==> config.mk <==
export PLATFORM = sky130hd
export DESIGN_NAME = csb_chip_select
export DESIGN_NICKNAME = d
export VERILOG_FILES = /design/src/csb_pkg.sv /design/src/csb_chip_select.sv
export VERILOG_INCLUDE_DIRS = /design/src
export SDC_FILE = /design/constraint.sdc
export NUM_CORES = 1
export LEC_CHECK = 0
export BUFFER_PORTS_ARGS = -buffer_cell sky130_fd_sc_hd__clkbuf_2
export CAP_MARGIN = 25
export CORE_MARGIN = 4
export CORE_UTILIZATION = 49
export CTS_CLUSTER_DIAMETER = 100
export DETAILED_ROUTE_END_ITERATION = 16
export GPL_ROUTABILITY_DRIVEN = 0
export PLACE_DENSITY = 0.82
export SLEW_MARGIN = 10
export SYNTH_ARGS = -nofsm -noshare
export SYNTH_HDL_FRONTEND = slang
export SYNTH_SLANG_ARGS = --single-unit
==> constraint.sdc <==
create_clock -name clock -period 2.3 [get_ports clock]
set_input_delay 0.46 -clock clock [delete_from_list [all_inputs] [get_ports clock]]
set_output_delay 0.46 -clock clock [all_outputs]
set_load 0.01 [all_outputs]
==> src/csb_params.svh <==
`ifndef CSB_PARAMS_SVH
`define CSB_PARAMS_SVH

// Register offsets on the plain register port
`define CSB_REG_ADDR_W 9
`define CSB_OFS_B2_LOW 9'h148
`define CSB_OFS_B2_HIGH 9'h149
`define CSB_OFS_B3_LOW 9'h14c
`define CSB_OFS_B3_HIGH 9'h14d
`define CSB_OFS_B2_START 9'h150
`define CSB_OFS_B2_MASK 9'h151
`define CSB_OFS_B3_START 9'h152
`define CSB_OFS_B3_MASK 9'h153
`define CSB_OFS_STATUS 9'h154

// Control register high fields
`define CSB_HI_ENABLE 7
`define CSB_HI_AREA_MODE 6
`define CSB_HI_ZERO_BIT 5
`define CSB_HI_DUMMY 4
`define CSB_HI_TYPE_LSB 2
`define CSB_HI_BUS_LSB 0

// Control register low fields
`define CSB_LO_WW_LSB 4
`define CSB_LO_WR_LSB 0

// Reset values
`define CSB_RST_HIGH 8'h00
`define CSB_RST_LOW 8'h77
`define CSB_RST_START 8'h00
`define CSB_RST_MASK 8'hff

// Bus width codes
`define CSB_BUS_8 2'h0
`define CSB_BUS_16 2'h1

// Wait codes and their counts
`define CSB_WAIT_CODE_0 3'h1
`define CSB_WAIT_CODE_1 3'h2
`define CSB_WAIT_CODE_2 3'h5
`define CSB_WAIT_CODE_3 3'h6
`define CSB_WAIT_CODE_4 3'h7
`define CSB_WAIT_CODE_PIN 3'h3

// External bus
`define CSB_EXT_ADDR_W 24
`define CSB_AREA_HI_LSB 16
`define CSB_NUM_BLOCKS 2

`endif

==> src/csb_pkg.sv <==
`default_nettype none

package csb_pkg;

    typedef enum logic [1:0] {
        CSB_ST_IDLE = 2'b00,
        CSB_ST_ACCESS = 2'b01,
        CSB_ST_DUMMY = 2'b10
    } csb_state_t;

    typedef struct packed {
        logic enable;
        logic area_mode;
        logic dummy;
        logic [1:0] mem_type;
        logic [1:0] bus_width;
        logic [2:0] write_wait;
        logic [2:0] read_wait;
        logic [7:0] area_start;
        logic [7:0] area_mask;
    } csb_cfg_t;

    typedef struct packed {
        logic [23:0] addr;
        logic write;
        logic [15:0] wdata;
    } csb_req_t;

endpackage

`default_nettype wire

==> src/csb_chip_select.sv <==
`include "csb_params.svh"
`default_nettype none

// Contract
// Area mode 0 maps block over whole 16 MB; mode 1 uses area registers.
// Dummy bit 0 adds no idle cycle after access; 1 adds one.
// Bus width 00 is 8-bit, 01 is 16-bit; 10 and 11 reserved.
// Block 3 write wait code 001, 101, 111 gives 0, 2, 4 waits.
// Block 3 read wait code 001, 101, 111 gives 0, 2, 4 waits.
// Wait count stretches each external cycle by that many clocks.
module csb_chip_select (
    input wire logic clock,                               // 25 MHz system clock
    input wire logic arst_n,                              // Async reset, active low
    input wire logic [`CSB_REG_ADDR_W-1:0] reg_addr,      // Register address
    input wire logic [7:0] reg_wdata,                     // Register write data
    input wire logic reg_write,                           // Register write strobe
    input wire logic reg_read,                            // Register read strobe
    output logic [7:0] reg_rdata,                         // Read data, cycle after strobe
    input wire logic mem_req,                             // Access request pulse
    input wire csb_pkg::csb_req_t mem_req_data,           // Address, direction, data
    output logic mem_ack,                                 // Access finished pulse
    output logic mem_miss,                                // Last request hit no block
    output logic mem_busy,                                // Access in progress
    output logic [15:0] mem_rdata,                        // Read data of finished access
    output logic [1:0] ext_cs_n,                          // Chip selects, block 2 and 3
    output logic ext_rd_n,                                // Read strobe
    output logic ext_wr_n,                                // Write strobe
    output logic [`CSB_EXT_ADDR_W-1:0] ext_addr,          // External address
    output logic [15:0] ext_data_out,                     // Data bus drive value
    output logic ext_data_oe,                             // Data bus drive enable
    input wire logic [15:0] ext_data_in,                  // Data bus sampled value
    input wire logic ext_wait_n                           // Wait pin, low holds cycle
);
    ////////////////////////////////////////////////////////////////////////////
    // Configuration registers

    logic [7:0] ctrl_high [`CSB_NUM_BLOCKS], ctrl_low [`CSB_NUM_BLOCKS];
    logic [7:0] area_start [`CSB_NUM_BLOCKS], area_mask [`CSB_NUM_BLOCKS];
    csb_pkg::csb_cfg_t cfg [`CSB_NUM_BLOCKS];
    logic [`CSB_NUM_BLOCKS-1:0] hit;
    genvar gi;
    generate
        for (gi = 0; gi < `CSB_NUM_BLOCKS; gi++)
        begin : g_block
            localparam OFS_LOW = (gi == 0) ? `CSB_OFS_B2_LOW : `CSB_OFS_B3_LOW;
            localparam OFS_HIGH = (gi == 0) ? `CSB_OFS_B2_HIGH : `CSB_OFS_B3_HIGH;
            localparam OFS_START = (gi == 0) ? `CSB_OFS_B2_START : `CSB_OFS_B3_START;
            localparam OFS_MASK = (gi == 0) ? `CSB_OFS_B2_MASK : `CSB_OFS_B3_MASK;
            logic [7:0] next_high, next_low, next_start, next_mask, top_byte;
            always_comb
            begin
                next_high = ctrl_high[gi];
                next_low = ctrl_low[gi];
                next_start = area_start[gi];
                next_mask = area_mask[gi];
                if (reg_write)
                begin
                    // Bit 5 is kept at zero whatever is written
                    if (reg_addr == OFS_HIGH)
                        next_high = reg_wdata & ~(8'h01 << `CSB_HI_ZERO_BIT);
                    if (reg_addr == OFS_LOW)
                        next_low = reg_wdata;
                    if (reg_addr == OFS_START)
                        next_start = reg_wdata;
                    if (reg_addr == OFS_MASK)
                        next_mask = reg_wdata;
                end
            end

            always_ff @(posedge clock or negedge arst_n)
            begin
                if (!arst_n)
                begin
                    ctrl_high[gi] <= `CSB_RST_HIGH;
                    ctrl_low[gi] <= `CSB_RST_LOW;
                    area_start[gi] <= `CSB_RST_START;
                    area_mask[gi] <= `CSB_RST_MASK;
                end
                else
                begin
                    ctrl_high[gi] <= next_high;
                    ctrl_low[gi] <= next_low;
                    area_start[gi] <= next_start;
                    area_mask[gi] <= next_mask;
                end
            end

            assign cfg[gi] = '{
                enable: ctrl_high[gi][`CSB_HI_ENABLE],
                area_mode: ctrl_high[gi][`CSB_HI_AREA_MODE],
                dummy: ctrl_high[gi][`CSB_HI_DUMMY],
                mem_type: ctrl_high[gi][`CSB_HI_TYPE_LSB +: 2],
                bus_width: ctrl_high[gi][`CSB_HI_BUS_LSB +: 2],
                write_wait: ctrl_low[gi][`CSB_LO_WW_LSB +: 3],
                read_wait: ctrl_low[gi][`CSB_LO_WR_LSB +: 3],
                area_start: area_start[gi], area_mask: area_mask[gi]
            };

            // fixed 16 MB or programmed area
            assign top_byte = mem_req_data.addr[`CSB_AREA_HI_LSB +: 8];
            assign hit[gi] = cfg[gi].enable && (!cfg[gi].area_mode ||
                (((top_byte ^ cfg[gi].area_start) & ~cfg[gi].area_mask) == 8'h00));
        end
    endgenerate

    ////////////////////////////////////////////////////////////////////////////
    // Wait decode

    // R05: wait code to cycle count
    function automatic logic [2:0] wait_count(input logic [2:0] code);
        case (code)
            `CSB_WAIT_CODE_0: wait_count = 3'h0;
            `CSB_WAIT_CODE_1: wait_count = 3'h1;
            `CSB_WAIT_CODE_2: wait_count = 3'h2;
            `CSB_WAIT_CODE_3: wait_count = 3'h3;
            `CSB_WAIT_CODE_4: wait_count = 3'h4;
            default: wait_count = 3'h0;
        endcase
    endfunction

    ////////////////////////////////////////////////////////////////////////////
    // External access sequencer

    csb_pkg::csb_state_t state, next_state;
    logic blk, next_blk, beat, next_beat, req_sel, narrow;
    logic next_ack, next_miss, next_busy, next_rd_n, next_wr_n, next_oe;
    logic [2:0] cnt, next_cnt, act_code;
    logic [15:0] wdata_q, next_wdata_q, next_rdata, next_dout;
    logic [1:0] next_cs_n;
    logic [`CSB_EXT_ADDR_W-1:0] next_addr;
    // Lower block wins when both areas overlap
    assign req_sel = !hit[0];
    // Reserved widths fall back to byte cycles
    assign narrow = (cfg[blk].bus_width != `CSB_BUS_16);
    assign act_code = ext_rd_n ? cfg[blk].write_wait : cfg[blk].read_wait;
    always_comb
    begin
        next_state = state;
        next_blk = blk;
        next_cnt = cnt;
        next_beat = beat;
        next_wdata_q = wdata_q;
        next_ack = 1'b0;
        next_miss = mem_miss;
        next_busy = mem_busy;
        next_rdata = mem_rdata;
        next_cs_n = ext_cs_n;
        next_rd_n = ext_rd_n;
        next_wr_n = ext_wr_n;
        next_addr = ext_addr;
        next_dout = ext_data_out;
        next_oe = ext_data_oe;
        case (state)
            csb_pkg::CSB_ST_IDLE:
            begin
                if (mem_req && (hit == 2'b00))
                begin
                    next_ack = 1'b1;
                    next_miss = 1'b1;
                    next_rdata = 16'h0000;
                end
                else if (mem_req)
                begin
                    next_blk = req_sel;
                    next_cnt = wait_count(mem_req_data.write ?
                        cfg[req_sel].write_wait : cfg[req_sel].read_wait);
                    next_beat = 1'b0;
                    next_wdata_q = mem_req_data.wdata;
                    next_miss = 1'b0;
                    next_busy = 1'b1;
                    next_cs_n = req_sel ? 2'b01 : 2'b10;
                    next_rd_n = mem_req_data.write;
                    next_wr_n = !mem_req_data.write;
                    next_addr = mem_req_data.addr;
                    next_dout = mem_req_data.wdata;
                    next_oe = mem_req_data.write;
                    next_state = csb_pkg::CSB_ST_ACCESS;
                end
            end
            csb_pkg::CSB_ST_ACCESS:
            begin
                // hold strobe for the wait count
                if (cnt != 3'h0)
                    next_cnt = cnt - 3'h1;
                else if ((act_code != `CSB_WAIT_CODE_PIN) || ext_wait_n)
                begin
                    // byte bus takes low then high byte
                    if (narrow && !beat)
                    begin
                        next_rdata[7:0] = ext_data_in[7:0];
                        next_beat = 1'b1;
                        next_addr = ext_addr + `CSB_EXT_ADDR_W'(1);
                        next_dout = {8'h00, wdata_q[15:8]};
                        next_cnt = wait_count(act_code);
                    end
                    else
                    begin
                        if (narrow)
                            next_rdata[15:8] = ext_data_in[7:0];
                        else
                            next_rdata = ext_data_in;
                        next_cs_n = 2'b11;
                        next_rd_n = 1'b1;
                        next_wr_n = 1'b1;
                        next_oe = 1'b0;
                        // optional idle cycle before the next access
                        if (cfg[blk].dummy)
                            next_state = csb_pkg::CSB_ST_DUMMY;
                        else
                        begin
                            next_ack = 1'b1;
                            next_busy = 1'b0;
                            next_state = csb_pkg::CSB_ST_IDLE;
                        end
                    end
                end
            end
            csb_pkg::CSB_ST_DUMMY:
            begin
                next_ack = 1'b1;
                next_busy = 1'b0;
                next_state = csb_pkg::CSB_ST_IDLE;
            end
            default:
            begin
                next_busy = 1'b0;
                next_state = csb_pkg::CSB_ST_IDLE;
            end
        endcase
    end

    always_ff @(posedge clock or negedge arst_n)
    begin
        if (!arst_n)
        begin
            state <= csb_pkg::CSB_ST_IDLE;
            blk <= 1'b0;
            cnt <= 3'h0;
            beat <= 1'b0;
            wdata_q <= 16'h0000;
            mem_ack <= 1'b0;
            mem_miss <= 1'b0;
            mem_busy <= 1'b0;
            mem_rdata <= 16'h0000;
            ext_cs_n <= 2'h3;
            ext_rd_n <= 1'b1;
            ext_wr_n <= 1'b1;
            ext_addr <= 24'h000000;
            ext_data_out <= 16'h0000;
            ext_data_oe <= 1'b0;
        end
        else
        begin
            state <= next_state;
            blk <= next_blk;
            cnt <= next_cnt;
            beat <= next_beat;
            wdata_q <= next_wdata_q;
            mem_ack <= next_ack;
            mem_miss <= next_miss;
            mem_busy <= next_busy;
            mem_rdata <= next_rdata;
            ext_cs_n <= next_cs_n;
            ext_rd_n <= next_rd_n;
            ext_wr_n <= next_wr_n;
            ext_addr <= next_addr;
            ext_data_out <= next_dout;
            ext_data_oe <= next_oe;
        end
    end

    ////////////////////////////////////////////////////////////////////////////
    // Register read port

    logic [7:0] next_reg_rdata;
    // Control registers are write-only and read as zero
    always_comb
    begin
        next_reg_rdata = 8'h00;
        if (reg_read && (reg_addr == `CSB_OFS_STATUS))
            next_reg_rdata = {4'h0, ~ext_cs_n, mem_miss, mem_busy};
    end

    always_ff @(posedge clock or negedge arst_n)
    begin
        if (!arst_n)
            reg_rdata <= 8'h00;
        else
            reg_rdata <= next_reg_rdata;
    end

endmodule // csb_chip_select

`default_nettype wire

### Yosys cells after proc, flatten, opt, wreduce, memory -nomap -nowiden

Cells that the tools add are included.

| storage, ports and cells | value |
|---|---|
| flip-flop bits (word level) | 155 |
| bits of input ports | 80 |
| output and inout port bits | 72 |
| logic and storage cells | 192 |

| operators by class | value |
|---|---|
| magnitude comparators | 2 |
| add/subtract/negate cells | 2 |
| equal/unequal tests | 32 |
| bitwise operators | 10 |
| muxes and demuxes | 84 |
| reduce and logical (&&, ||, !) cells | 37 |

Operator list:

| operator | number |
|---|---|
| $mux 16 | 8 |
| $mux 24 | 5 |
| $eq 9x9->1 const B | 9 |
| $mux 27 | 3 |
| $mux 22 | 3 |
| $pmux 16 s2 | 2 |
| $pmux 24 s2 | 1 |
| $mux 8 | 4 |
| $mux 1 | 27 |
| $add 24x1->24 const B | 1 |
| $mux 2 | 12 |
| $pmux 3 s4 | 2 |
| $mux 3 | 7 |
| $reduce_and 5->1 | 4 |
| $eq 3x3->1 const B | 6 |
| $reduce_and 2->1 | 9 |
| $reduce_and 6->1 | 3 |
| $and 8x8->8 | 2 |
| $logic_not 8->1 | 2 |
| $ne 2x2->1 const B | 8 |
| $not 8->8 | 2 |
| $xor 8x8->8 | 2 |
| $pmux 1 s2 | 5 |
| $ne 3x3->1 const B | 3 |
| 21 further kinds | 37 |

### Logic depth before layout (Yosys ltp)

Gate-level depths: netlist (run 1).

| depth | value |
|---|---|
| depth after elaboration | 16 |
| gate-level depth with buffers | 10 |
| depth with buffers taken out | 8 |

### Worst setup path after synthesis (run 1)

Ideal clock, no wire load.

| timing path | value |
|---|---|
| path type | input to register |
| start | input port mem_req_data[37] in the netlist's numbering |
| end | register cnt[1] |
| cell stages on the path | 7 |
| setup time | 125 ps |
| setup slack | -67 ps |
| data required time | 2175 ps |
| buffers on the path | 0 |
| arrival time | 2242 ps |
| cells stage by stage | xnor2_1 o22ai_1 o41ai_4 a22oi_2 or3b_4 a21oi_4 mux2_2 |

| between the ends | value |
|---|---|
| longest elaborated chain between the ends | 16 |

RTL lines:

| what | line | source |
|---|---|---|
| start: declaration | csb_chip_select.sv:20 | `input wire csb_pkg::csb_req_t mem_req_data,` |
| $xor 8x8->8 | csb_chip_select.sv:102 | `(((top_byte ^ cfg[gi].area_start) & ~cfg[gi].area_mask) == 8'h00));` |
| $and 8x8->8 | csb_chip_select.sv:102 |  |
| $logic_not 8->1 | csb_chip_select.sv:102 |  |
| $logic_or 1x1->1 | csb_chip_select.sv:101 | `assign hit[gi] = cfg[gi].enable && (!cfg[gi].area_mode \|\|` |
| $logic_and 1x1->1 | csb_chip_select.sv:101 |  |
| $logic_not 1->1 | csb_chip_select.sv:132 | `assign req_sel = !hit[0];` |
| $not 1->2 (implied by the code) | csb_chip_select.sv:166 | `cfg[req_sel].write_wait : cfg[req_sel].read_wait);` |
| $mux 22 (implied by the code) (3 in series) | csb_chip_select.sv:166 |  |
| $mux 3 | csb_chip_select.sv:165 | `next_cnt = wait_count(mem_req_data.write ?` |
| $eq 3x3->1 or $eq 3x2->1 (tied branches) | csb_chip_select.sv:111 | `case (code)` |
| $pmux 3 s4 | csb_chip_select.sv:111 |  |
| $mux 3 | csb_chip_select.sv:162 | `else if (mem_req)` |
| $mux 3 | csb_chip_select.sv:156 | `if (mem_req && (hit == 2'b00))` |
| $pmux 3 s2 | csb_chip_select.sv:153 | `case (state)` |
| end signal: assignment | csb_chip_select.sv:256 | `cnt <= next_cnt;` |
| end: declaration | csb_chip_select.sv:127 | `logic [2:0] cnt, next_cnt, act_code;` |

Several ways; a longest one is shown, not always the timed one. The select of a mux whose other input is x is not followed.
A chain may end at the register's enable or synchronous reset.

### Final worst setup path (run 1)

| timing path | value |
|---|---|
| start | register area_start[15] in the netlist's numbering |
| end | register ext_data_out[1] |

| between the ends | value |
|---|---|
| longest elaborated chain between the ends | 9 |

RTL lines:

| what | line | source |
|---|---|---|
| start: declaration | csb_chip_select.sv:38 | `` logic [7:0] area_start [`CSB_NUM_BLOCKS], area_mask [`CSB_NUM_BLOCKS]; `` |
| start signal: indexed assignment | csb_chip_select.sv:76 | `` area_start[gi] <= `CSB_RST_START; `` |
| start signal: indexed assignment | csb_chip_select.sv:83 | `area_start[gi] <= next_start;` |
| $xor 8x8->8 | csb_chip_select.sv:102 |  |
| $and 8x8->8 | csb_chip_select.sv:102 |  |
| $logic_not 8->1 | csb_chip_select.sv:102 |  |
| $logic_or 1x1->1 | csb_chip_select.sv:101 |  |
| $logic_and 1x1->1 | csb_chip_select.sv:101 |  |
| $logic_not 2->1 | csb_chip_select.sv:156 |  |
| $logic_and 1x1->1 | csb_chip_select.sv:156 |  |
| $ne 2x2->1 (no source line) | -- |  |
| $reduce_and 6->1 (no source line) | -- |  |
| end signal: assignment | csb_chip_select.sv:267 | `ext_data_out <= next_dout;` |
| end: declaration | csb_chip_select.sv:29 | `output logic [15:0] ext_data_out,` |

Every way passes these cells.

==> impl_metrics.py, run 1 <==
metrics = {
    "outcome": {
        "outcome": "finished, violations left",
        "failed_checks": "hold timing, setup timing",
    },
    "setup_path": {
        "r2r_setup_slack_ns": -0.02,
        "worstPathMaxFanout": 7,
        "slowest_delay_ns": 0.42,
        "worstReg2RegEnd": "ext_data_out[1]",
        "reg2reg_depth": 9,
        "cp.required_ns": 2.60,
        "r2r_start": "area_start[15]",
        "crit_type": "flip-flop to flip-flop",
        "worst_path_most_repeated_cell": "buf_4",
        "cp.arrival_ns": 2.63,
        "cp-start-kind": "flip-flop",
        "worstSetupEndpointType": "flip-flop",
        "cp_slowest_cell": "dfrtp_1",
        "path_cells": "xnor2_2, o22ai_2, o41ai_4, buf_4, nand3_1, a32oi_4, buf_4, buf_6, a31oi_1",
    },
    "synthesis": {
        "yosysTopAreaCellShare_pct": 38.6,
        "syn_avg_cell_area_um2": 10.6,
        "synth_area_leaders": "dfrtp_1 (39%), dfstp_2 (12%), mux2_2 (7.6%), nand2_1 (3.9%), a21oi_1 (2.6%)",
        "ys_seq_elements": 137,
        "synthCells": 641,
        "syn_area_mm2": 0.00681,
        "yosysTopAreaCell": "dfrtp_1",
        "yosysSeqAreaShare_pct": 51.0,
        "synth_ff_type": "dfrtp_1",
        "synthArstFlopShare_pct": 100,
        "ys_warn_count": 0,
        "synth-edff-count": 0,
        "ys_types": 66,
    },
    "grt": {
        "track_usage_pct": 24.6,
        "antenna_found_initial": 1,
        "grt_first_pass_wirelength_mm": 30.9,
        "grt_pass1_vias": 6002,
        "grt_max_degree": 58,
        "grt_overflow": 0,
    },
    "floorplanning": {
        "initial_core_util_pct": 50.8,
        "fp.dieH_um": 126,
        "num_rows": 42,
        "core_mm2": 0.0134,
        "die_width_um": 126,
        "dieArea_mm2": 0.0158,
        "io_pins": 152,
    },
    "placed_design": {
        "hpwl_mm": 13.9,
        "port_buffers": 147,
    },
    "routing": {
        "drt_iter0_drc": 473,
        "drtPass1Iterations": 4,
        "via_per_inst": 5.82,
        "vias": 5960,
        "drtAntennaViolNets": 0,
        "wire_per_inst_um": 19.4,
        "drt_wl_total_mm": 19.8,
        "drc": 0,
    },
    "timing": {
        "worst_pin_slew_ns": 0.626,
        "finalHoldViolCount": 6,
        "totalNegativeSetupSlack_ns": -0.182,
        "fmax_ghz": 0.431,
        "final.setup.worst_slack_ns": -0.0218,
        "hold_ws_ns": -0.0130,
        "slew_viol_final": 0,
        "period_needed_ns": 2.32,
        "finalCritPeriodShare_pct": 101,
        "rsz0062_at_grt": "true",
        "slew-limit-headroom_pct": 58.1,
        "fin_skew_ns": 0.0126,
        "setup_viol": 16,
    },
    "cts": {
        "cts_made_buffers": 17,
        "cts_sinks": 137,
        "clk_latency_ns": 0.42,
        "ctsRootBufferMaster": "clkbuf_16",
        "path_clk_slew_ns": 0.06,
        "cts_buffer_depth": 2,
        "postCtsHoldBufs": 0,
        "cts_tree": "built",
        "h-tree-depth": 4,
    },
    "cells_and_area": {
        "layout_commonest_cell": "clkbuf_2",
        "nets": 917,
        "most-common-layout-cells": "clkbuf_2 (146), dfrtp_1 (103), nand2_1 (71)",
        "nFillCells": 1011,
        "drive_above_1_share_pct": 41.4,
        "areaGrowthSynthToFinish_pct": 31.2,
    },
    "worst_hold_path": {
        "hp-class": "primary input to asynchronous set/reset pin",
    },
    "power_and_ir_drop": {
        "powerDensity_mw_per_mm2": 914,
        "p_leak_nw": 4.20,
        "vdd_drop_max_v": 0.000466,
    },
    "job": {
        "maxCapViolations": 0,
    },
}
area by class of cell:
type / instances / area, µm² / area share [%]
antenna: 1 / 2.50 / 0.0280
inverter: 21 / 78.8 / 0.883
clock buffer: 24 / 482 / 5.40
tap: 176 / 220 / 2.47
timing repair buffer: 203 / 1250 / 14.0
multi-input combinational: 454 / 3310 / 37.0
clock inverter: 8 / 118 / 1.32
sequential: 137 / 3470 / 38.9
flip-flops by register name (all words and copies together), names as in the netlist:
name,count
ext_addr,24
cfg,22
area_mask,16
area_start,16
ext_data_out,16
mem_rdata,16
wdata_q,8
reg_rdata,4
cnt,3
ext_cs_n,2
state,2
beat,1
blk,1
ext_data_oe,1
ext_rd_n,1
ext_wr_n,1
mem_ack,1
mem_busy,1
mem_miss,1
worst max-delay path by stage:
stage,to,slack (ns),from,depth (start not counted)
final,ext_data_out[1],-0.02,area_start[15],9
after floorplan,cnt[1],-0.0003,area_start[10],7
after CTS,cnt[0],-0.009,area_start[15],8
after global placement,cnt[1],-0.21,mem_req_data[40],8
after detailed placement,cnt[1],-0.27,mem_req_data[37],8
after global routing,cnt[1],-0.13,area_start[6],8
report_power, final:
| part | switching (W) | internal (W) | total (W) |
|---|---|---|---|
| sequential | 0.000440 | 0.00290 | 0.00334 |
| combinational | 0.00117 | 0.000896 | 0.00207 |
| clock | 0.000977 | 0.00178 | 0.00276 |
| total | 0.00259 | 0.00557 | 0.00816 |
cells in the mapped netlist, types with 11 or more instances:
cell / n
mux2_2: 46
clkbuf_1: 20
a21oi_1: 35
dfrtp_1: 105
o21ai_0: 27
inv_1: 20
nor2_1: 42
nand2_1: 71
nand3_1: 19
mux2_1: 13
xnor2_1: 18
o21ai_1: 11
o22ai_1: 12
mux2i_1: 16
dfstp_2: 32
a31oi_1: 21
per-layer routing:
| layer | share of wire, % | vias to the layer above | GRT usage (%) | wire length, µm |
|---|---|---|---|---|
| met3 | 7.1 | 46 | 6.69 | 1420 |
| li1 | - | 2701 | - | - |
| met2 | 49 | 272 | 39.3 | 9650 |
| met4 | 2.6 | 0 | 9.91 | 508 |
| met1 | 42 | 2941 | 31.9 | 8260 |
| met5 | 0 | - | 0 | 0 |
stage by stage:
step / worst slack [ns] / util (%) / area, µm² / instances / total power [W]
4_1_cts: -0.00936 / 65.4 / 8760 / 1017 / 0.00810
5_1_grt: -0.129 / 66.6 / 8930 / 1024 / 0.00855
2_1_floorplan: -0.000350 / - / 6880 / 644 / 0.00434
6_report: -0.0218 / 66.6 / 8930 / 1024 / 0.00816
3_5_place_dp: -0.272 / 60.6 / 8130 / 984 / 0.00532
3_3_place_gp: -0.209 / 60.6 / 8130 / 984 / 0.00527
worst max-delay path, delay by kind of cell (launching register included):
kind | cells | cell delay, ns
simple gates | 1 | 0.17
compound gates | 4 | 0.90
flops | 1 | 0.42
buf+inv | 3 | 0.52
xor+xnor | 1 | 0.18
what timing repair did:
item                       in CTS  in global routing
gates cloned                    0                  3
resized for setup               6                 21
setup endpoints to repair       9                 72
pin swaps                       8                  6
setup buffers                   1                  3
cells by family after synthesis:
group / after synthesis / synth area share (%)
AO/OA/AOI/OAI: 161 / 16.0
XOR/XNOR: 21 / 2.70
adder cells (fa/ha/maj): 3 / 0.552
buffers and inverters: 53 / 3.29
flip-flops: 137 / 51.0
multiplexers: 79 / 13.4
other: 1 / 0.0551
AND/OR/NAND/NOR: 186 / 13.0
(Power assumes the default switching activity.)
==> run 2: changes to the inputs <==
--- a/config.mk
+++ b/config.mk
@@ -8,6 +8,7 @@
 export LEC_CHECK = 0
 export BUFFER_PORTS_ARGS = -buffer_cell sky130_fd_sc_hd__clkbuf_2
 export CAP_MARGIN = 25
+export CORE_ASPECT_RATIO = 0.9
 export CORE_MARGIN = 4
 export CORE_UTILIZATION = 49
 export CTS_CLUSTER_DIAMETER = 100
==> impl_metrics.py, run 2 (same netlist as run 1, synthesis figures left out) <==
metrics = {
    "setup_path": {
        "r2r_setup_slack_ns": -0.05,
        "r2r_start": "area_start[13]",
        "worstSetupEndpointType": "flip-flop",
        "worstPathMaxFanout": 20,
        "worstReg2RegEnd": "ext_addr[9]",
        "cp.required_ns": 2.60,
        "reg2reg_depth": 10,
        "cp-start-kind": "flip-flop",
        "cp.arrival_ns": 2.65,
        "crit_type": "flip-flop to flip-flop",
    },
    "worst_hold_path": {
        "hold_path_depth": 3,
        "holdCritStartpoint": "mem_req_data[13]",
        "hold_end": "wdata_q[13]",
        "hp-class": "primary input to flip-flop",
    },
    "grt": {
        "antenna_found_initial": 0,
        "grt_max_degree": 49,
        "track_usage_pct": 24.1,
        "grt_first_pass_wirelength_mm": 30.4,
        "grt_pass1_vias": 5911,
        "grt_overflow": 0,
    },
    "power_and_ir_drop": {
        "p_int_w": 0.00536,
        "p_clk_share_pct": 32.6,
        "comb_power_share_pct": 26.1,
        "p_sw_w": 0.00269,
        "powerDensity_mw_per_mm2": 893,
        "pwr-share-seq_pct": 41.3,
        "swShare_pct": 33.4,
        "p_leak_nw": 4.21,
        "vdd_drop_max_v": 0.000559,
        "power_w": 0.00805,
    },
    "floorplanning": {
        "dieArea_mm2": 0.0158,
        "fp.dieH_um": 120,
        "initial_core_util_pct": 50.6,
        "io_pins": 152,
        "die_width_um": 132,
        "core_mm2": 0.0135,
        "num_rows": 40,
    },
    "placed_design": {
        "post-place-ws_ns": -0.309,
        "port_buffers": 147,
        "hpwl_mm": 13.4,
    },
    "cells_and_area": {
        "nFillCells": 961,
        "multi_input_area_mm2": 0.00338,
        "regMostFlops": "ext_addr",
        "most-common-layout-cells": "clkbuf_2 (146), dfrtp_1 (103), nand2_1 (71)",
        "layout_commonest_cell": "clkbuf_2",
        "largest_register_ffs": 24,
        "nets": 920,
        "drive_above_1_share_pct": 42.7,
        "final_core_util_pct": 67.0,
        "areaGrowthSynthToFinish_pct": 32.5,
        "diodes": 0,
        "seq_area_mm2": 0.00347,
    },
    "cts": {
        "cts_tree": "built",
        "cts_buffer_depth": 2,
        "cts_sinks": 137,
        "clk_latency_ns": 0.42,
        "h-tree-depth": 4,
        "path_clk_slew_ns": 0.06,
        "ctsRootBufferMaster": "clkbuf_16",
        "cts_made_buffers": 17,
    },
    "routing": {
        "drtPass1Iterations": 5,
        "wire_per_inst_um": 19.4,
        "drtAntennaViolNets": 0,
        "drt_iter0_drc": 516,
        "drt_wl_total_mm": 19.7,
        "via_per_inst": 5.92,
        "vias": 6031,
        "drc": 0,
    },
    "timing": {
        "hold_ws_ns": 0.253,
        "slew_viol_final": 0,
        "rsz0062_at_grt": "true",
        "final.setup.worst_slack_ns": -0.0510,
        "fin_skew_ns": 0.00704,
        "finalHoldViolCount": 0,
        "fmax_ghz": 0.425,
        "finalCritPeriodShare_pct": 102,
        "setup_viol": 26,
        "period_needed_ns": 2.35,
    },
    "outcome": {
        "outcome": "finished, violations left",
        "failed_checks": "setup timing",
    },
    "job": {
        "maxCapViolations": 0,
    },
}
==> run 2: cell count changes in the layout (fill, tap and decap cells not counted), moves of 3 or more <==
cell        before  now
nor2_1          40   36
bufinv_16        3    0
clkbuf_1         4    1
clkbuf_16       18   21
clkinvlp_4       1    4
nor2_2           2    5
==> run 2: power by group through the flow <==
stage               Sequential (W)  Clock [W]  Combinational (W)
floorplan                  0.00341          0           0.000931
global placement           0.00331          0            0.00190
detailed placement         0.00333          0            0.00195
CTS                        0.00330    0.00264            0.00198
global route               0.00339    0.00276            0.00229
finish                     0.00333    0.00262            0.00210
==> run 2: per-stage QoR <==
step / instances / setup TNS [ns] / cell area [µm²]
2_1_floorplan: 644 / -0.000350 / 6880
3_3_place_gp: 974 / -3.65 / 8090
3_5_place_dp: 974 / -7.67 / 8090
4_1_cts: 1010 / -0.0200 / 8730
5_1_grt: 1018 / -3.70 / 9020
6_report: 1018 / -0.601 / 9020
==> run 2: metal layers <==
metal / track usage, % / vias up / part of all wire (%)
met2: 37.0 / 308 / 47
met4: 10.4 / 0 / 3.3
met1: 32.7 / 2954 / 43
met5: 0 / - / 0
met3: 5.95 / 55 / 7.5
li1: - / 2714 / -
==> run 2: repair_timing <==
item	4_1_cts	5_1_grt
setup endpoints to repair	16	72
resized for setup	5	31
hold buffers	1	0
endpoints found under the hold margin	38	0
gates cloned	0	4
pin swaps	9	8
buffers inserted	3	4
==> run 2: worst max-delay path by stage <==
stage	start	to	slack (ns)	cells after the start
final	area_start[13]	ext_addr[9]	-0.05	10
after global routing	area_start[8]	ext_data_out[4]	-0.11	11
after CTS	area_start[9]	cnt[0]	-0.01	8
after detailed placement	mem_req_data[39]	cnt[1]	-0.31	8
after global placement	mem_req_data[40]	cnt[1]	-0.23	8
after floorplan	area_start[10]	cnt[1]	-0.0003	7
==> run 2: area by class of cell <==
type | instances | share of cell area [%]
clock buffers | 23 | 5.64
inverters | 21 | 0.874
well taps | 168 | 2.33
repair buffers | 206 | 14.5
multi-input cells | 454 | 37.5
clock inverters | 9 | 0.693
flip-flops and latches | 137 | 38.5
==> run 2: worst max-delay path, stage by stage (launching register included) <==
cell and delay (ns):
dfrtp_1 0.40, xnor2_2 0.16, o22ai_2 0.12, o41ai_4 0.41
buf_4 0.20, buf_6 0.10, nand3_4 0.08, a32oi_4 0.29
buf_12 0.17, clkbuf_16 0.19, o22ai_1 0.09
